**src/scae_pkg.sv**
```systemverilog
package scae_pkg;

  localparam int unsigned PCLK_HZ = 100_000_000;
  localparam int unsigned REF_HZ = 921_600;
  // Baud reference ticks derived from pclk, counted down by the counter-timers
  localparam int unsigned REF_DIV = PCLK_HZ / REF_HZ;

  localparam int ADDR_W = 12;
  // Port index = byte address / 4; switches 1, 3, 4 and 8 closed give base B0
  localparam logic [3:0] BASE_NIB = 4'hB;
  localparam logic [3:0] PORT_CARRIER = 4'hE;
  localparam logic [3:0] PORT_CARRIER_ALT = 4'hF;
  localparam logic [3:0] PORT_FREE0 = 4'hC;
  localparam logic [3:0] PORT_FREE1 = 4'hD;

  localparam logic [2:0] PTR_BASE = 3'h0;
  localparam logic [2:0] PTR_INT_CTRL = 3'h1;
  localparam logic [2:0] PTR_VECTOR = 3'h2;
  localparam logic [2:0] PTR_RX_CTRL = 3'h3;
  localparam logic [2:0] PTR_FMT_CTRL = 3'h4;
  localparam logic [2:0] PTR_TX_CTRL = 3'h5;

  localparam int RX_EN_BIT = 0;
  localparam int AUTO_BIT = 5;
  localparam int TX_EN_BIT = 3;
  localparam int RTS_BIT = 1;
  localparam int DTR_BIT = 7;
  localparam int CMD_HI = 5;
  localparam int CMD_LO = 3;
  localparam logic [2:0] CMD_RST_EXT = 3'h2;
  localparam int CLK_HI = 7;
  localparam int CLK_LO = 6;
  localparam logic [1:0] CLK_X1 = 2'h0;
  localparam logic [1:0] CLK_X16 = 2'h1;
  localparam logic [1:0] CLK_X32 = 2'h2;
  localparam logic [5:0] LIM_X1 = 6'h00;
  localparam logic [5:0] LIM_X16 = 6'h0F;
  localparam logic [5:0] LIM_X32 = 6'h1F;
  localparam logic [5:0] LIM_X64 = 6'h3F;

  localparam int CT_CTRL_BIT = 0;
  localparam int CT_TC_NEXT_BIT = 2;
  // Counter-timer feeding each serial channel: A-0, B-1, C-2, D-2
  localparam logic [3:0][1:0] CH_SRC = {2'h2, 2'h2, 2'h1, 2'h0};

  typedef struct packed {
    logic [3:0] cts;
    logic [3:0] dcd;
    logic [3:0] dsr;
  } scae_pins_t;

  typedef struct packed {
    logic [3:0] rts;
    logic [3:0] dtr;
    logic [3:0] carrier;
    logic [3:0] tx_allow;
    logic [3:0] rx_allow;
    logic [3:0] bit_tick;
  } scae_modem_t;

  typedef struct packed {
    logic [3:0][7:0] int_ctrl;
    logic [3:0][7:0] int_vec;
    logic [3:0][7:0] rx_ctrl;
    logic [3:0][7:0] fmt_ctrl;
    logic [3:0][7:0] tx_ctrl;
    logic [3:0][2:0] ptr;
    logic [3:0] ext;
    logic [3:0] prev_cts;
    logic [3:0] prev_dcd;
    logic [3:0] carrier;
    logic [3:0] rts;
    logic [3:0] dtr;
    logic [3:0] tx_allow;
    logic [3:0] rx_allow;
    logic [3:0] bit_tick;
    logic [3:0][5:0] div_cnt;
    logic [3:0][7:0] time_constant;
    logic [3:0][8:0] count;
    logic [3:0] tc_next;
    logic [3:0] running;
    logic [3:0] ct_tick;
    logic [7:0] ref_cnt;
    logic pready;
    logic pslverr;
    logic [31:0] prdata;
  } scae_state_t;

  localparam scae_state_t STATE_RESET = '0;

endpackage

```
**src/scae_top.sv**
```systemverilog
// How it works
// - Under auto-enable, transmit needs clear-to-send and receive needs carrier detect.
// - Bit 5 of the receiver control register turns auto-enable on.
// - Clear-to-send falling under auto-enable stops the transmitter by itself.
// - Clear-to-send returning lets the transmitter send again without software.
// - Writing the carrier-generate port drives each channel's carrier output.
// - The generated carrier loops back to carrier detect and enables receive.
// - Bit 1 of the transmit control register drives request-to-send.
// - Request-to-send strapped to clear-to-send enables transmit under auto-enable.
// - Ports decode at base B0 with switches 1, 3, 4 and 8 closed.
// - Counter control word 55 selects counting; next byte is the time constant.
// - Time constant six with divide-by-16 gives 9600 bit rate.
// - The vector register stores the written vector, C7 giving restart zero.
// - Byte 14 to register 0 resets external status and points at register 4.
// - Value 4C in the format register selects x16, no parity, two stops.
// - Value 41 in the receiver register sets seven bits and enables receive.
// - Value AA in the transmit register raises DTR, RTS and enables transmit.
// - Value 18 in the interrupt register selects interrupt on every character.
// - Carrier port bits 0 to 3 drive channels A to D; one is on.
// - Reading the carrier port returns inverted data-set-ready of channels A to D.
`timescale 1ns/1ps
module scae_top
  import scae_pkg::*;
#(
  parameter int unsigned REF_DIV_P = REF_DIV
) (
  input wire logic pclk,
  input wire logic presetn,
  input wire logic [ADDR_W-1:0] paddr,
  input wire logic psel,
  input wire logic penable,
  input wire logic pwrite,
  input wire logic [31:0] pwdata,
  output logic [31:0] prdata,
  output logic pready,
  output logic pslverr,
  input wire scae_pins_t pins,
  output scae_modem_t modem
);
  localparam logic [7:0] REF_LAST = 8'(REF_DIV_P - 1);

  scae_state_t st_reg;
  scae_state_t st_next;
  scae_pins_t pins_s;

  scae_sync #(.W($bits(scae_pins_t))) u_sync (
    .pclk(pclk),
    .presetn(presetn),
    .d(pins),
    .q(pins_s)
  );

  logic [3:0] port;
  logic [1:0] ch;
  logic hit;
  logic setup;
  logic access;
  logic wr_acc;
  logic rd_acc;
  logic is_ctrl;
  logic is_data;
  logic is_ct;
  logic is_car;
  logic [7:0] wbyte;
  logic ref_tick;
  logic [3:0] auto_v;

  assign port = paddr[5:2];
  assign ch = port[2:1];
  assign wbyte = pwdata[7:0];
  assign is_ctrl = !port[3] && port[0];
  assign is_data = !port[3] && !port[0];
  assign is_ct = port[3] && !port[2];
  assign is_car = (port == PORT_CARRIER) || (port == PORT_CARRIER_ALT);
  // Upper address bits must match the board base; C and D stay free for others
  assign hit = (paddr[ADDR_W-1:10] == '0) && (paddr[9:6] == BASE_NIB)
    && (paddr[1:0] == 2'h0) && (port != PORT_FREE0) && (port != PORT_FREE1);
  assign setup = psel && !penable;
  assign access = psel && penable && st_reg.pready;
  assign wr_acc = access && pwrite && hit;
  assign rd_acc = access && !pwrite && hit;
  assign ref_tick = (st_reg.ref_cnt == REF_LAST);
  always_comb begin
    for (int i = 0; i < 4; i++) begin
      auto_v[i] = st_reg.rx_ctrl[i][AUTO_BIT];
    end
  end

  function automatic logic [5:0] div_limit(input logic [1:0] sel);
    unique case (sel)
      CLK_X1: div_limit = LIM_X1;
      CLK_X16: div_limit = LIM_X16;
      CLK_X32: div_limit = LIM_X32;
      default: div_limit = LIM_X64;
    endcase
  endfunction

  function automatic logic [7:0] read_val(input scae_state_t s, input logic [3:0] p,
                                          input scae_pins_t ps);
    logic [1:0] c;
    c = p[2:1];
    read_val = 8'h00;
    if (!p[3] && p[0]) begin
      if (s.ptr[c] == PTR_VECTOR) begin
        read_val = s.int_vec[c];
      end else begin
        read_val = {2'h0, ps.cts[c], 1'b0, ps.dcd[c], s.tx_allow[c], s.ext[c],
                    s.rx_allow[c]};
      end
    end else if (p[3] && !p[2]) begin
      read_val = s.count[p[1:0]][7:0];
    end else if (p[3] && p[2] && p[1]) begin
      read_val = {4'h0, ~ps.dsr};
    end
  endfunction

  always_comb begin
    st_next = st_reg;
    st_next.ct_tick = '0;
    st_next.bit_tick = '0;
    // One reference tick every REF_DIV_P clocks stands in for the baud reference
    st_next.ref_cnt = ref_tick ? 8'h00 : st_reg.ref_cnt + 8'h01;

    // Read data is captured in the setup cycle so pready can come from a flop
    if (setup) begin
      st_next.pready = 1'b1;
      st_next.pslverr = !hit;
      st_next.prdata = {24'h000000, read_val(st_reg, port, pins_s)};
    end else if (access) begin
      st_next.pready = 1'b0;
      st_next.pslverr = 1'b0;
    end

    if (rd_acc && is_ctrl) begin
      st_next.ptr[ch] = PTR_BASE;
    end

    if (wr_acc && is_ctrl) begin
      if (st_reg.ptr[ch] == PTR_BASE) begin
        st_next.ptr[ch] = wbyte[2:0];
        if (wbyte[CMD_HI:CMD_LO] == CMD_RST_EXT) begin
          st_next.ext[ch] = 1'b0;
        end
      end else begin
        // Pointer 6 or 7 names no register: the byte is dropped
        unique case (st_reg.ptr[ch])
          PTR_INT_CTRL: st_next.int_ctrl[ch] = wbyte;
          PTR_VECTOR: st_next.int_vec[ch] = wbyte;
          PTR_RX_CTRL: st_next.rx_ctrl[ch] = wbyte;
          PTR_FMT_CTRL: st_next.fmt_ctrl[ch] = wbyte;
          PTR_TX_CTRL: st_next.tx_ctrl[ch] = wbyte;
          default: st_next.ptr[ch] = PTR_BASE;
        endcase
        st_next.ptr[ch] = PTR_BASE;
      end
    end

    if (wr_acc && is_car) begin
      st_next.carrier = wbyte[3:0];
    end

    for (int k = 0; k < 4; k++) begin
      if (wr_acc && is_ct && port[1:0] == 2'(k)) begin
        if (st_reg.tc_next[k]) begin
          st_next.time_constant[k] = wbyte;
          // A time constant of zero counts 256 reference ticks
          st_next.count[k] = {wbyte == 8'h00, wbyte};
          st_next.tc_next[k] = 1'b0;
          st_next.running[k] = 1'b1;
        end else if (wbyte[CT_CTRL_BIT]) begin
          st_next.tc_next[k] = wbyte[CT_TC_NEXT_BIT];
        end
      end else if (st_reg.running[k] && ref_tick) begin
        if (st_reg.count[k] == 9'h001) begin
          st_next.count[k] = {st_reg.time_constant[k] == 8'h00, st_reg.time_constant[k]};
          st_next.ct_tick[k] = 1'b1;
        end else begin
          st_next.count[k] = st_reg.count[k] - 9'h001;
        end
      end
    end

    for (int c = 0; c < 4; c++) begin
      st_next.prev_cts[c] = pins_s.cts[c];
      st_next.prev_dcd[c] = pins_s.dcd[c];
      // A modem change in the clearing cycle stays latched
      if ((pins_s.cts[c] != st_reg.prev_cts[c]) || (pins_s.dcd[c] != st_reg.prev_dcd[c])) begin
        st_next.ext[c] = 1'b1;
      end
      if (st_reg.ct_tick[CH_SRC[c]]) begin
        if (st_reg.div_cnt[c] >= div_limit(st_reg.fmt_ctrl[c][CLK_HI:CLK_LO])) begin
          st_next.div_cnt[c] = 6'h00;
          st_next.bit_tick[c] = 1'b1;
        end else begin
          st_next.div_cnt[c] = st_reg.div_cnt[c] + 6'h01;
        end
      end
      // Modem outputs use this cycle's writes so they move one edge after them
      st_next.rts[c] = st_next.tx_ctrl[c][RTS_BIT];
      st_next.dtr[c] = st_next.tx_ctrl[c][DTR_BIT];
      st_next.tx_allow[c] = st_next.tx_ctrl[c][TX_EN_BIT]
        && (!st_next.rx_ctrl[c][AUTO_BIT] || pins_s.cts[c]);
      st_next.rx_allow[c] = st_next.rx_ctrl[c][RX_EN_BIT]
        && (!st_next.rx_ctrl[c][AUTO_BIT] || pins_s.dcd[c]);
    end
  end

  always_ff @(posedge pclk or negedge presetn) begin
    if (!presetn) begin
      st_reg <= STATE_RESET;
    end else begin
      st_reg <= st_next;
    end
  end

  assign prdata = st_reg.prdata;
  assign pready = st_reg.pready;
  assign pslverr = st_reg.pslverr;
  assign modem.rts = st_reg.rts;
  assign modem.dtr = st_reg.dtr;
  assign modem.carrier = st_reg.carrier;
  assign modem.tx_allow = st_reg.tx_allow;
  assign modem.rx_allow = st_reg.rx_allow;
  assign modem.bit_tick = st_reg.bit_tick;
endmodule // scae_top

```
**src/scae_sync.sv**
```systemverilog
`timescale 1ns/1ps
module scae_sync #(
  parameter int W = 1
) (
  input wire logic pclk,
  input wire logic presetn,
  input wire logic [W-1:0] d,
  output logic [W-1:0] q
);
  typedef struct packed {
    logic [W-1:0] s1;
    logic [W-1:0] s2;
  } scae_sync_t;

  scae_sync_t st_reg;
  scae_sync_t st_next;

  always_comb begin
    st_next.s1 = d;
    st_next.s2 = st_reg.s1;
  end

  always_ff @(posedge pclk or negedge presetn) begin
    if (!presetn) begin
      st_reg <= '0;
    end else begin
      st_reg <= st_next;
    end
  end

  assign q = st_reg.s2;
endmodule // scae_sync

```
**config.mk**
```make
export PLATFORM = sky130hd
export DESIGN_NAME = scae_top
export DESIGN_NICKNAME = d
export VERILOG_FILES = /design/src/scae_pkg.sv /design/src/scae_top.sv /design/src/scae_sync.sv
export SDC_FILE = /design/constraint.sdc
export NUM_CORES = 1
export LEC_CHECK = 0
export BUFFER_PORTS_ARGS = -buffer_cell sky130_fd_sc_hd__clkbuf_2
export CAP_MARGIN = 20
export CELL_PAD_IN_SITES_DETAIL_PLACEMENT = 2
export CELL_PAD_IN_SITES_GLOBAL_PLACEMENT = 2
export CORE_ASPECT_RATIO = 1.2
export CORE_UTILIZATION = 37
export CTS_BUF_LIST = sky130_fd_sc_hd__clkbuf_4
export DETAILED_ROUTE_END_ITERATION = 6
export PLACE_DENSITY_LB_ADDON = 0.1
export SLEW_MARGIN = 20
export SYNTH_ARGS = -nofsm -noshare
export SYNTH_HDL_FRONTEND = slang
export SYNTH_HIERARCHICAL = 1
export SYNTH_SLANG_ARGS = --single-unit
```
**constraint.sdc**
```tcl
create_clock -name pclk -period 2.25 [get_ports pclk]
set_input_delay 0.45 -clock pclk [delete_from_list [all_inputs] [get_ports pclk]]
set_output_delay 0.45 -clock pclk [all_outputs]
set_load 0.01 [all_outputs]
```
# Yosys cells after proc, flatten, opt, wreduce, memory -nomap -nowiden
# Index checks and enable logic that the tools add are counted.
totals:
  input_bits: 61
  out_inout_bits: 58
  wordCells: 335
  regBits: 321
classes:
  n_addsub: 9
  n_lt_le_gt_ge: 7
  eq_ne: 39
  muxes: 100
  bitwise_logic: 8
  n_reduce_logical: 105
ops:
  columns: ["cell", "count"]
  rows:
  - ["$mux W9", 16]
  - ["$bwmux W32", 4]
  - ["$mux W110", 1]
  - ["$mux W94", 1]
  - ["$pmux W6 S3", 4]
  - ["$mux W32", 2]
  - ["$mux W12", 5]
  - ["$mux W8", 7]
  - ["$mux W6", 8]
  - ["$logic_not A8 Y1", 5]
  - ["$and A12 B12 Y12", 3]
  - ["$eq A9 B1 Y1 const B", 4]
  - ["$logic_and A1 B1 Y1", 36]
  - ["$sub A9 B1 Y9 const B", 4]
  - ["$reduce_bool A2 Y1", 17]
  - ["$mux W1", 32]
  - ["$mux W30", 1]
  - ["$add A6 B1 Y6 const B", 4]
  - ["$ge A6 B6 Y1", 4]
  - ["$reduce_and A3 Y1", 8]
  - ["$bmux W9 S2", 1]
  - ["$bmux W8 S2", 1]
  - ["$demux W8 S2", 1]
  - ["$reduce_and A2 Y1", 8]
  - ["other kinds (30)", 91]

# Longest topological paths before layout
logic_depth:
  ltp_word: 18
  mapped_depth: 9
  ltp_nobuf: 8

# Modules after synthesis
# The synthesis kept the hierarchy.
by_module_without_submodules:
  columns: ["module", "seq_area_each_um2", "area_each_um2", "instances", "cells_per_inst"]
  rows:
  - ["scae_top", 5530.3, 11949.0, 1, 1110]
  - ["scae_sync", 600.6, 600.6, 1, 24]

# Least setup slack after synthesis
# No wires, ideal clock.
synth_timing:
  kind: "input to register"
  start: "in paddr[4]"
  end: "reg st_reg[290] (netlist name)"
  setup_time_ps: 125
  path_stages: 6
  required_ps: 2125
  arrival_ps: 2379
  setup_slack_ps: -253
  path_buffers: 1
  path_cell_list: "buf_6 -> mux4_2 -> nor3b_4 -> nand2_4 -> nor4_4 -> mux2_2"
synth_between:
  elab_chain_cells: 6
  word_cells_on_any_way: 18
  classes_between: "order compare (2); eq/ne (3); mux (5); bitwise (1); reduce/logical (7)"
synth_rtl:
  columns: ["item", "line", "source"]
  rows:
  - ["from (decl)", "scae_top.sv:29", "input wire logic [ADDR_W-1:0] paddr,"]
  - ["parallel branches: the longest is 6 deep, another holds $lt A2 B3 Y1", null, null]
  - ["to (signal assigned)", "scae_top.sv:212", "st_reg <= st_next;"]
  - ["to (decl)", "scae_top.sv:42", "scae_state_t st_reg;"]
# Parallel ways; which one is timed is not known. The select of a mux whose other input is x is not followed.
# A chain may end at the register's enable or synchronous reset.

# Final worst setup path
layout_timing:
  start: "reg st_reg[193] (netlist name)"
  end: "reg st_reg[301] (netlist name)"
layout_between:
  elab_chain_cells: 5
  word_cells_on_any_way: 6
  classes_between: "eq/ne (1); mux (2); bitwise (1); reduce/logical (2)"
layout_rtl:
  columns: ["item", "line", "source"]
  rows:
  - ["$bmux W3 S2 (*)", "scae_top.sv:139, scae_top.sv:146", null]
  - ["$mux W3 (implied by the code) (*)", "scae_top.sv:139, scae_top.sv:146", null]
  - ["$logic_not A3 Y1", "scae_top.sv:139", "if (st_reg.ptr[ch] == PTR_BASE) begin"]
  - ["$not A1 Y1 (no line)", null, null]
  - ["$reduce_and A3 Y1 (no line) (*)", null, null]
# Every way passes the cells marked *; elsewhere a longest branch is shown, timed or not. The select of a mux whose other input is x is not followed.

==> key figures <==
Outcome
  • Status: finished, violations left
  • Violated checks: negative setup slack

Global route
  • GR Util All Layers: approximately a quarter
  • Vias in the first global route: about 11000
  • Sum of overflow across all layers after global routing: 0
  • First-pass GRT wire length: just over 60000 um
  • Initial antenna violation count: 1
  • Maximum number of pins on one net before global-route repair: 72

Setup path
  • CP max stage delay: 540 ps
  • Worst endpoint data arrival time: ~2900 ps
  • Worst setup EP type: register
  • Critical Path RT: 2810 ps
  • Critical-path cell with the highest stage delay: sky130_fd_sc_hd__mux4_2
  • Category of the worst setup path launch point: register
  • Startpoint-to-endpoint class of the critical path: reg2reg
  • Largest fanout of any net on the critical path: 8
  • Worst path cell trace: mux4_2 > nor3b_4 > nand2_4 > nor3_4 > buf_12 > mux2_4

Detailed routing
  • Routed via count: 9569
  • Number of routed nets with antenna violations: 0
  • 1st-pass router iterations: 4
  • Detailed Route Iter0 Violations: 348
  • Number of vias per cell: 5.252
  • DR WL/cell: 21.58 um
  • Drc violations: 0
  • Routed wire length: about 40000 um

Placed design
  • Count of buffers from port buffering: 70
  • Worst setup timing slack at the placement stage: -354.8 ps
  • HPWL after detailed placement: 27350 um
  • Routability congestion estimate from global placement: around 0.79
  • Cell area after placement: 13940 um^2

Yosys
  • Area fraction of the dominant cell type after synthesis: 48.85%
  • Asr flop ratio synth: 100.0%
  • Seq cells post-synth: about 250
  • Top area cells in the synthesized netlist: sky130_fd_sc_hd__dfrtp_1 (49%), sky130_fd_sc_hd__mux2_2 (9.9%), sky130_fd_sc_hd__mux4_2 (4.3%)
  • Sequential element share of the synthesized area: 48.85%
  • Most used standard cell by instance count after synthesis: sky130_fd_sc_hd__dfrtp_1
  • Number of standard cells after synthesis: 1134
  • Dominant synthesized flop cell: sky130_fd_sc_hd__dfrtp_1
  • Top cells by instance count after synthesis: sky130_fd_sc_hd__dfrtp_1 (245), sky130_fd_sc_hd__mux2_2 (110), sky130_fd_sc_hd__nand2_1 (98)
  • Mapped Area: 12550 um^2
  • Number of distinct standard cells referenced by the synthesized netlist: 63
  • Synthesized area per cell: roughly 11 um^2
  • EDFF count, synth: 0
  • Cell type with the largest total area after synthesis: sky130_fd_sc_hd__dfrtp_1
  • Synth warnings: 6

Timing
  • Final worst-path cycle share: 102.3%
  • Worst max-slew margin expressed relative to the limit: 62.27%
  • Final critical path time including I/O delays and setup: ~2300 ps
  • Worst Slack Setup Final: -50.92 ps
  • Number of failing hold endpoints at the final stage: 0
  • Largest clock skew in the final design: roughly 66 ps
  • Count of final setup violators: 18
  • RSZ-0062 raised after global routing: yes
  • Slew @ Worst Pin: about 570 ps
  • Worst slack on hold paths: 84.92 ps
  • Final Max Tran Viols: 0
  • Max Fclk: 434.6 MHz

Die
  • Starting density of the core: 37.75%
  • Core footprint: between 30000 and 40000 um^2
  • Die Area: 34660 um^2
  • Die width: 170.1 um
  • IO Count: 119
  • Height of the chip: 203.7 um
  • Std-Cell Rows: 73

Finish
  • Filler instances: 3487
  • Utilization after layout: between 40% and 50%
  • Area delta synth->final: 21.57%
  • Final Cell Area: 15260 um^2
  • Flip-flop count of the largest register, all copies and words added: 179
  • Share of cells above drive strength 1: 35.38%
  • Storage element area: 6131 um^2
  • Multi-input gate area in the final layout: slightly above 6000 um^2
  • Post-layout nets: 1424

Clock tree
  • CTS H-tree depth: 3
  • CTS tree: built
  • Count of clock tree sinks: 245
  • Root Buffer: sky130_fd_sc_hd__clkbuf_4
  • Clock-pin slew on the worst setup and hold paths: around 80 ps
  • Clock latency of the later-clocked register in the worst-skew pair: 730 ps
  • Max clock buf depth: 3
  • TritonCTS Buffers: 70

Power
  • Leak Pwr: ~7.3 nW
  • Design Power: 9.076 mW
  • Pwr/cell area: around 590 nW/um^2
  • Largest vdd supply drop: roughly 0.42 mV

Job
  • Max-cap viol count: 0

Worst hold path
  • Min-delay worst type: in2reg
-- cells by family after synthesis --
kind of cell / count (synthesis) / share of synthesized area [%]
and+or+nand+nor: 337 / 13.94
DFF: 245 / 48.85
AOI/OAI and AO/OA: 172 / 8.844
buffers and inverters: 151 / 6.321
muxes: 150 / 15.46
xor gates and xnor gates: 41 / 2.861
adders and majority gates: 37 / 3.689
other: 1 / 0.02988
-- final cells by class --
class	count	share of cell area, %
tap	450	3.691
timing repair buffer	205	9.965
sequential	245	40.19
clock buffer	98	4.822
clock inverter	19	0.6151
inverter	43	1.058
multi-input combinational	761	39.65
antenna	1	0.01640
-- metal layers --
metal / routed length (um) / part of all wire (%) / vias to the layer above / global-route usage [%]
li1: - / - / 4378 / -
met1: 16970 / 43 / 4950 / 29.20
met2: 19840 / 50 / 167 / 41.22
met3: 1506 / 3.8 / 74 / 4.308
met4: 1001 / 2.5 / 0 / 7.658
met5: 0 / 0 / - / 0
-- what timing repair did --
action	4_1_cts	5_1_grt
pin swaps	4	12
resized for setup	28	58
hold buffers	13	0
hold endpoints to repair	54	0
setup buffers	1	4
setup endpoints to repair	33	81
gates cloned	0	0
-- where the power goes --
part | internal, mW | switching (mW) | total [mW]
registers | 4.45 | 0.0331 | 4.48
clock network | 2.01 | 2.06 | 4.07
logic | 0.172 | 0.346 | 0.518
total | 6.64 | 2.44 | 9.08
-- worst paths after layout --
check	startpoint	to	slack, ps	cells past startpoint
setup / recovery	st_reg[193]$_DFF_PN0_	st_reg[301]$_DFFE_PN0P_	-50	6
setup reg to reg	st_reg[193]$_DFF_PN0_	st_reg[301]$_DFFE_PN0P_	-50	6
hold / removal	psel	pready$_DFFE_PN0P_	80	3
hold reg to reg	u_sync/st_next[7]$_DFF_PN0_	u_sync/q[7]$_DFF_PN0_	350	0
max in group asynchronous	presetn	st_reg[114]$_DFFE_PN0P_	1190	3
min in group asynchronous	presetn	st_reg[69]$_DFFE_PN0P_	270	2
-- per-stage QoR --
stage,instances,setup TNS [ps]
global route,1822,-2498
global placement,1686,-24790
CTS,1817,-128.9
detailed placement,1686,-26710
floorplan,1157,-6590
finish,1822,-259.7
-- placed cells by master (no fill, tap or decap), types with 13 or more instances in the layout --
master / instances
sky130_fd_sc_hd__clkbuf_4: 98
sky130_fd_sc_hd__nand3_1: 30
sky130_fd_sc_hd__buf_4: 108
sky130_fd_sc_hd__nor4_1: 13
sky130_fd_sc_hd__dlygate4sd3_1: 13
sky130_fd_sc_hd__nor2_1: 71
sky130_fd_sc_hd__mux2_4: 48
sky130_fd_sc_hd__ha_1: 37
sky130_fd_sc_hd__conb_1: 24
sky130_fd_sc_hd__nand2b_1: 15
sky130_fd_sc_hd__xnor2_1: 21
sky130_fd_sc_hd__o21ai_0: 39
sky130_fd_sc_hd__clkbuf_2: 69
sky130_fd_sc_hd__mux2_2: 63
sky130_fd_sc_hd__dfrtp_1: 245
sky130_fd_sc_hd__a31oi_1: 13
sky130_fd_sc_hd__a21oi_1: 31
sky130_fd_sc_hd__mux2i_1: 14
sky130_fd_sc_hd__xor2_1: 20
sky130_fd_sc_hd__nor3_1: 18
sky130_fd_sc_hd__inv_1: 43
sky130_fd_sc_hd__mux4_2: 24
sky130_fd_sc_hd__o211ai_1: 13
sky130_fd_sc_hd__nand2_1: 98
-- critical path, delay by kind of cell, from the launching register on --
kind,cells,cell delay (ps)
and+or+nand+nor,3,700
muxes,2,860
buffers and inverters,1,170
DFF,1,390
(Power assumes the default switching activity.)
